File: src/rtl/tvd_params.svh
`ifndef TVD_PARAMS_SVH
`define TVD_PARAMS_SVH
// ----------------------------------------
// widths and levels
// ----------------------------------------
`define TVD_CODE_W      8
`define TVD_LEVEL_W     10
// number of register stages from pin to output level
`define TVD_PIPE_STAGES 2
// pedestal in output lsbs, sized so white (no sync) is 0x133
`define TVD_PEDESTAL    10'h034
// sync step is four tenths of full-scale white, 0x133*4/10
`define TVD_SYNC_STEP   10'h07b
// synchroniser depth for pin inputs
`define TVD_SYNC_FF     3
`endif

File: src/rtl/tvd_pkg.sv
package tvd_pkg;
  typedef logic [7:0] tvd_code_t;
  typedef logic [9:0] tvd_level_t;
  typedef struct packed {
    tvd_code_t red;
    tvd_code_t green;
    tvd_code_t blue;
    logic      sync_n;
    logic      blank_n;
  } tvd_pixel_s;
endpackage

File: src/rtl/tvd_stream_if.sv
`timescale 1ns/1ps
interface tvd_stream_if;
  import tvd_pkg::*;
  tvd_pixel_s data;
  logic       valid;
  logic       ready;
  modport src (output data, output valid, input ready);
  modport dst (input data, input valid, output ready);
endinterface

File: src/rtl/tvd_skid_buf.sv
`timescale 1ns/1ps
module tvd_skid_buf (
  input  wire logic clk,
  input  wire logic rst,
  input  wire logic ce,
  tvd_stream_if.dst in_s,
  tvd_stream_if.src out_s
);
  import tvd_pkg::*;
  // ----------------------------------------
  // two-entry buffer
  // ----------------------------------------
  tvd_pixel_s mem [2];
  logic       wr_ptr;
  logic       rd_ptr;
  logic [1:0] count;
  wire        do_push = in_s.valid && in_s.ready && ce;
  wire        do_pop  = out_s.valid && out_s.ready && ce;
  assign in_s.ready  = (count != 2'h2);
  assign out_s.valid = (count != 2'h0);
  assign out_s.data  = mem[rd_ptr];
  always_ff @(posedge clk or posedge rst) begin
    if (rst) begin
      wr_ptr <= 1'b0;
      rd_ptr <= 1'b0;
      count  <= 2'h0;
    end else begin
      if (do_push) wr_ptr <= ~wr_ptr;
      if (do_pop) rd_ptr <= ~rd_ptr;
      count <= count + {1'b0, do_push} - {1'b0, do_pop};
    end
  end
  // data array holds no reset; occupancy guards its use
  always_ff @(posedge clk) begin
    if (do_push) mem[wr_ptr] <= in_s.data;
  end
endmodule // tvd_skid_buf

File: src/rtl/tvd_dac_front.sv
// Behaviour
// - capture rgb codes on rising clock edges with ce high and the buffer not full
// - output follows capture after pipeline delay
// - sync and blank registered with pixels
// - latency taken as two aligned stages
// - blank low forces blanking level
// - blank high adds code to pedestal
// - blank low drops code and pedestal
// - sync high adds step to green
// - sync low removes green sync step
// - three 10-bit channels, sync step on green only
`timescale 1ns/1ps
`include "tvd_params.svh"
module tvd_dac_front (
  input  wire logic               clk,
  input  wire logic               rst,
  input  wire logic               ce,
  input  wire tvd_pkg::tvd_code_t red_code_in,
  input  wire tvd_pkg::tvd_code_t green_code_in,
  input  wire tvd_pkg::tvd_code_t blue_code_in,
  input  wire logic               sync_n_in,
  input  wire logic               blank_n_in,
  input  wire logic               out_ready,
  output logic                    out_valid,
  output tvd_pkg::tvd_level_t     red_current_out,
  output tvd_pkg::tvd_level_t     green_current_out,
  output tvd_pkg::tvd_level_t     blue_current_out,
  output logic                    sync_current_out,
  output logic                    in_stall
);
  import tvd_pkg::*;

  // ----------------------------------------
  // carriers between capture, buffer and output
  // ----------------------------------------
  tvd_stream_if cap_s ();
  tvd_stream_if buf_s ();

  // ----------------------------------------
  // input capture
  // ----------------------------------------
  // pixel pins come from the driving controller on this same clock, so no synchroniser.
  // the buffer entries are the input registers: a pin word is written into the
  // buffer at the capture edge, which keeps the pin-to-output path at two stages
  tvd_pixel_s pin_word;

  assign pin_word.red     = red_code_in;
  assign pin_word.green   = green_code_in;
  assign pin_word.blue    = blue_code_in;
  assign pin_word.sync_n  = sync_n_in;
  assign pin_word.blank_n = blank_n_in;

  assign cap_s.data = pin_word;

  // the controller streams with no valid of its own: every enabled edge is a pixel
  assign cap_s.valid = 1'b1;

  // ----------------------------------------
  // two-entry buffer
  // ----------------------------------------
  // a full buffer refuses the pin word of that edge; the output word never tears
  tvd_skid_buf u_buf (
    .clk   (clk),
    .rst   (rst),
    .ce    (ce),
    .in_s  (cap_s.dst),
    .out_s (buf_s.src)
  );

  // ----------------------------------------
  // handshake decode
  // ----------------------------------------
  wire out_free  = !out_valid || out_ready;
  wire out_take  = ce && buf_s.valid && out_free;
  wire out_drain = ce && out_valid && out_ready && !out_take;
  wire cap_full  = !cap_s.ready;

  assign buf_s.ready = ce && out_free;

  // ----------------------------------------
  // buffered word fields
  // ----------------------------------------
  tvd_pixel_s px;
  tvd_code_t  codes [3];
  tvd_level_t lvl   [3];

  assign px = buf_s.data;

  wire blank_gate = px.blank_n;
  wire sync_gate  = px.sync_n;

  assign codes[0] = px.red;
  assign codes[1] = px.green;
  assign codes[2] = px.blue;

  // ----------------------------------------
  // level computation
  // ----------------------------------------
  // level = blank * (pedestal + code) + sync * step, the step on green only
  genvar gi;
  generate
    for (gi = 0; gi < 3; gi++) begin : g_chan
      localparam bit IS_GREEN = (gi == 1);
      wire tvd_level_t code_ext = {2'h0, codes[gi]};
      wire tvd_level_t ped      = blank_gate ? `TVD_PEDESTAL : 10'h000;
      wire tvd_level_t video    = blank_gate ? (ped + code_ext) : 10'h000;
      // red and blue never see sync current, so sync is a don't-care there
      wire tvd_level_t sync     = (IS_GREEN && sync_gate) ? `TVD_SYNC_STEP : 10'h000;
      assign lvl[gi] = video + sync;
    end
  endgenerate

  // ----------------------------------------
  // output valid
  // ----------------------------------------
  // second stage: buffer entry plus output register gives two-clock latency when flowing
  always_ff @(posedge clk or posedge rst) begin
    if (rst) begin
      out_valid <= 1'b0;
    end else if (out_take) begin
      out_valid <= 1'b1;
    end else if (out_drain) begin
      out_valid <= 1'b0;
    end
  end

  // ----------------------------------------
  // red level
  // ----------------------------------------
  always_ff @(posedge clk or posedge rst) begin
    if (rst) begin
      red_current_out <= 10'h000;
    end else if (out_take) begin
      red_current_out <= lvl[0];
    end
  end

  // ----------------------------------------
  // green level
  // ----------------------------------------
  always_ff @(posedge clk or posedge rst) begin
    if (rst) begin
      green_current_out <= 10'h000;
    end else if (out_take) begin
      green_current_out <= lvl[1];
    end
  end

  // ----------------------------------------
  // blue level
  // ----------------------------------------
  always_ff @(posedge clk or posedge rst) begin
    if (rst) begin
      blue_current_out <= 10'h000;
    end else if (out_take) begin
      blue_current_out <= lvl[2];
    end
  end

  // ----------------------------------------
  // sync current switch
  // ----------------------------------------
  // travels with its own pixel word, so the switch lines up with the green step
  always_ff @(posedge clk or posedge rst) begin
    if (rst) begin
      sync_current_out <= 1'b0;
    end else if (out_take) begin
      sync_current_out <= sync_gate;
    end
  end

  // ----------------------------------------
  // stall flag
  // ----------------------------------------
  // registered, so it trails the refused edge by one clock
  always_ff @(posedge clk or posedge rst) begin
    if (rst) begin
      in_stall <= 1'b0;
    end else if (ce) begin
      in_stall <= cap_full;
    end
  end

endmodule // tvd_dac_front

File: config.mk
export PLATFORM = sky130hd
export DESIGN_NAME = tvd_dac_front
export DESIGN_NICKNAME = d
export VERILOG_FILES = /design/src/rtl/tvd_pkg.sv /design/src/rtl/tvd_stream_if.sv /design/src/rtl/tvd_skid_buf.sv /design/src/rtl/tvd_dac_front.sv
export VERILOG_INCLUDE_DIRS = /design/src /design/src/rtl
export SDC_FILE = /design/constraint.sdc
export NUM_CORES = 1
export LEC_CHECK = 0
export BUFFER_PORTS_ARGS = -buffer_cell sky130_fd_sc_hd__buf_2
export CAP_MARGIN = 15
export CORE_ASPECT_RATIO = 1.75
export CORE_MARGIN = 2
export CORE_UTILIZATION = 50
export DETAILED_ROUTE_END_ITERATION = 8
export PLACE_DENSITY = 0.75
export SLEW_MARGIN = 20
export SYNTH_ARGS = -nofsm -noshare
export SYNTH_HDL_FRONTEND = slang
export SYNTH_HIERARCHICAL = 1
export SYNTH_SLANG_ARGS = --single-unit
File: constraint.sdc
create_clock -name clk -period 3.03 [get_ports clk]
set_clock_uncertainty 0.1 [all_clocks]
set_input_delay 0.4545 -clock clk [delete_from_list [all_inputs] [get_ports clk]]
set_output_delay 0.4545 -clock clk [all_outputs]
set_load 0.01 [all_outputs]
Word-level counts from Yosys, hierarchy flattened
Memories as Yosys holds them, arrays and structs flattened. Index checks and enable logic that the tools add are counted.

Flip-flop bits (word level): 37. Memory bits (writable): 52. Input bits: 30. Output and inout bits: 33. Logic and storage cells: 43. Memories: 1.

Add/subtract/negate cells: 6. Equality and inequality tests: 1. Multiplexer cells: 9. Bitwise logic cells: 2. Reductions and logical operators: 15.

Memory list: u_buf.mem (depth 2, width 26, rd ports 1, clocked after memory_dff 0, write ports 1, line tvd_skid_buf.sv:13) `tvd_pixel_s mem [2];`.

Operators by type and width (number): adder 10 x 8 -> 10 bit (2); 2-to-1 mux 10 bit (2); adder 10 x 7 -> 10 bit (1); adder 6 x 8 -> 9 bit (1); logical AND 1 bit (9); 2-to-1 mux 9 bit (1); 2-to-1 mux 7 bit (1); 2-to-1 mux 6 bit (1); 2-to-1 mux 1 bit (4); nonzero test 2 bit (2); zero test 1 bit (3); adder 2 x 1 -> 2 bit (1); != test 2 bit, second input constant (1); inverter 1 bit (2); subtractor 2 x 1 -> 2 bit (1); logical OR 1 bit (1).

Longest topological paths before layout
Depth in word-level cells: 7. Gate-level depth with buffers: 16. Gate-level depth less buffers: 13.

Cells and area by module
Netlist, hierarchy kept.

By module, submodules not included: tvd_skid_buf (instances 1, cells an instance 100, area each 2095.8 sq um, seq. area each 1661.6 sq um); tvd_dac_front (instances 1, cells an instance 207, area each 1898.1 sq um, seq. area each 775.7 sq um).

Least setup slack after synthesis
Ideal clock, no wire load.

Path type: reg-to-reg. Start: register u_buf.rd_ptr. End: register green_current_out[8]. Library setup time: 0.082 ns. Arrival: 2.887 ns. Required time: 2.848 ns. Slack: -0.039 ns. Cell stages (with the launch flop): 14. Buffers on the path: 3. Clock period less this slack: 3.069 ns. Cell sequence: dfrtp_1 > buf_6 > mux2_2 > buf_6 > clkbuf_1 > and2_1 > ha_1 > and2_1 > ha_1 > or3_1 > o22ai_2 > o21bai_1 > a21o_1 > a31oi_1.

RTL lines: from (decl) (line tvd_skid_buf.sv:15) `logic rd_ptr;`; from (signal assigned) (line tvd_skid_buf.sv:29) `if (do_pop) rd_ptr <= ~rd_ptr;`; to (signal assigned) (line tvd_dac_front.sv:145) `green_current_out <= lvl[1];`; to (decl) (line tvd_dac_front.sv:26) `output tvd_pkg::tvd_level_t green_current_out,`.

==> flow_summary.json <==
{
  "final_util_pct": 60.5,
  "clkLatencyLatePin_ns": 0.34,
  "antennaDiodeCount": 0,
  "rrSetupSlack_ns": 0.12,
  "core_area_sq_um": 7860,
  "worst_slew_pin_slew_ns": 0.784,
  "cts_sinks": 87,
  "synth-seq-area-share_pct": 61.0,
  "drt_iter0_drc": 107,
  "crit_fanout": 5,
  "area_growth_pct": 19.0,
  "portBuffers": 60,
  "netlist.area_leader.share_pct": 39.1,
  "ys_ff_latch": 87,
  "path_clk_slew_ns": 0.06,
  "drtPass1Iterations": 4,
  "start_util_pct": 50.8,
  "synthTopCellsByArea": "edfxtp_1, dfrtp_1, mux2_2",
  "routedWlPerCell_um": 14.8,
  "via_per_inst": 5.16,
  "hold_depth": 1,
  "slew_violations": 0,
  "dieArea_sq_um": 8750,
  "hp-start": "red_code_in[1]",
  "grt_pass1_wl_mm": 11.9,
  "worst_setup_path_start_kind": "register",
  "std_cell_rows": 43,
  "ios": 63,
  "min_to": "u_buf/mem[1][19]",
  "hp-class": "in2reg",
  "track_usage_pct": 18.1,
  "ys_top_cells_by_count": "edfxtp_1, nand2_1, dfrtp_1, mux2_2, ha_1",
  "htree_num_levels": 3,
  "hold_viol": 0,
  "status": "finished, final reports clean",
  "fmax_mhz": 344,
  "r2r_cells": 11,
  "r2r_start": "u_buf/rd_ptr",
  "synthCells": 307,
  "whs_ns": 0.199,
  "endpoint_kind": "register",
  "slew_headroom_pct": 47.7,
  "power_mw": 4.72,
  "synth_ff_type": "edfxtp_1",
  "rr_endpoint": "green_current_out[8]",
  "via_count": 2457,
  "yosys_warnings": 6,
  "fillers": 614,
  "numCtsBuffers": 9,
  "finalCritPeriodShare_pct": 96.0,
  "dp_slack_ns": 0.0144,
  "drive_gt1_share_pct": 33.4,
  "register_area_sq_um": 2440,
  "drc": 0,
  "vdd_drop_max_mv": 0.522,
  "cts-root-buf": "clkbuf_16",
  "dieHeight_um": 122,
  "power_density_nw_per_um2": 993,
  "place.gp.congestion": 0.842,
  "antenna_found_initial": 0,
  "synth_largest_area_cell": "edfxtp_1",
  "critical_path_class": "reg2reg",
  "yosys.cell_count.top_type": "edfxtp_1",
  "synth_area_sq_um": 3990,
  "synth-async-reset-ratio_pct": 40.2,
  "finalWorstSetupSlack_ns": 0.123,
  "multi_input_comb_area_sq_um": 1490,
  "required_ns": 3.19,
  "hpwl_mm": 5.18,
  "first_global_vias": 2514,
  "syn_avg_cell_area_sq_um": 13.0,
  "clockBufferDepth": 2,
  "grt_max_degree": 42,
  "cp.arrival_ns": 3.07,
  "dieWidth_um": 71.6,
  "grt-ovfl-total": 0,
  "synthDistinctLibCells": 43,
  "setup_viol": 0,
  "p_leak_nw": 2.04,
  "cts_tree": "built",
  "postRouteAntennaNets": 0,
  "synth_edf_count": 52,
  "wl_mm": 7.06,
  "drv_cap": 0,
  "finalCriticalPeriod_ns": 2.91,
  "nNetsFinal": 429
}
-- routing by layer --
layer  track usage (%)  wire [um]  up-vias  part of all wire (%)
li1                  -          -     1235                     -
met1              22.3       3090     1157                    44
met2              29.0       3490       53                    49
met3              4.84        277       12                   3.9
met4              9.55        212        0                   3.0
met5                 0          0        -                     0
-- report_power, final --
part           switching (mW)  internal [mW]  total, mW
Clock                   0.432          0.555      0.987
Combinational            1.09          0.948       2.04
Sequential              0.134           1.57       1.70
Total                    1.65           3.07       4.72
-- cell type report --
type | count | share of cell area (%)
Clock inverter | 5 | 0.711
Sequential cell | 87 | 51.3
Inverter | 8 | 0.632
Timing Repair Buffer | 75 | 8.82
Tap cell | 90 | 2.37
Multi-Input combinational cell | 200 | 31.3
Clock buffer | 11 | 4.89
-- how the worst max path moves through the flow --
| stage | endpoint | slack [ns] | from | depth (start not counted) |
|---|---|---|---|---|
| after floorplan | green_current_out[8] | 0.005 | u_buf/rd_ptr | 13 |
| after global placement | green_current_out[8] | 0.12 | u_buf/rd_ptr | 11 |
| after detailed placement | green_current_out[8] | 0.01 | u_buf/rd_ptr | 11 |
| after CTS | green_current_out[8] | 0.003 | u_buf/rd_ptr | 11 |
| after global routing | green_current_out[8] | -0.001 | u_buf/rd_ptr | 11 |
| final | green_current_out[8] | 0.12 | u_buf/rd_ptr | 11 |
-- sequential cells by signal, indices dropped and copies added (netlist names) --
name	cells
u_buf/wr_ptr	1
blue_current_out	9
sync_current_out	1
u_buf/count	2
green_current_out	10
red_current_out	9
in_stall	1
out_valid	1
u_buf/rd_ptr	1
u_buf/mem	52
-- cell usage in the layout (no fill, tap or decap), types with 3 or more instances in the layout --
cell / Yosys / routed
inv_1: 8 / 8
buf_2: 1 / 60
nand4_1: 4 / 4
nor2_1: 10 / 8
a21oi_1: 5 / 5
nand3_1: 9 / 9
and2_1: 6 / 6
mux2_2: 26 / 25
edfxtp_1: 52 / 52
a21o_1: 3 / 3
clkbuf_16: 0 / 9
xnor2_1: 10 / 10
nand2_1: 46 / 46
buf_4: 2 / 13
ha_1: 17 / 14
xor2_1: 11 / 11
o31ai_1: 6 / 6
dfrtp_1: 35 / 34
o21ai_0: 16 / 15
conb_1: 2 / 3
-- metrics by stage --
stage,setup TNS [ns],std cells,cell area (sq um)
final,0,476,4750
after global routing,-0.00148,476,4750
after CTS,0,473,4690
after detailed placement,0,456,4410
after global placement,0,456,4410
after floorplan,0,308,4000
-- timing repair --
item,CTS,global route
endpoints found under the hold margin,8,0
setup endpoints to repair,0,4
setup buffers,0,3
gates resized for setup,0,9
hold buffers,1,0
-- cells by family (layout without fill, tap and decap cells) --
| logic type | count (synthesis) | in the layout | synth area share, % |
|---|---|---|---|
| mux | 28 | 28 | 7.93 |
| xor+xnor | 21 | 21 | 4.61 |
| compound gates | 43 | 43 | 7.27 |
| fa+ha+maj | 18 | 18 | 5.83 |
| simple gates | 87 | 87 | 10.2 |
| other cells | 2 | 3 | 0.188 |
| flops | 87 | 87 | 61.0 |
| buf+inv | 21 | 99 | 2.94 |
-- worst max-delay path, cell delays in order, from the launching register on --
cell and delay [ns]:
dfrtp_2 0.43, buf_6 0.12, mux2_2 0.33, and2_1 0.16
ha_1 0.26, and2_1 0.17, ha_2 0.20, or3_4 0.40
o22ai_4 0.19, o21bai_1 0.12, a21o_1 0.18, a31oi_1 0.17
(Power assumes the default switching activity.)
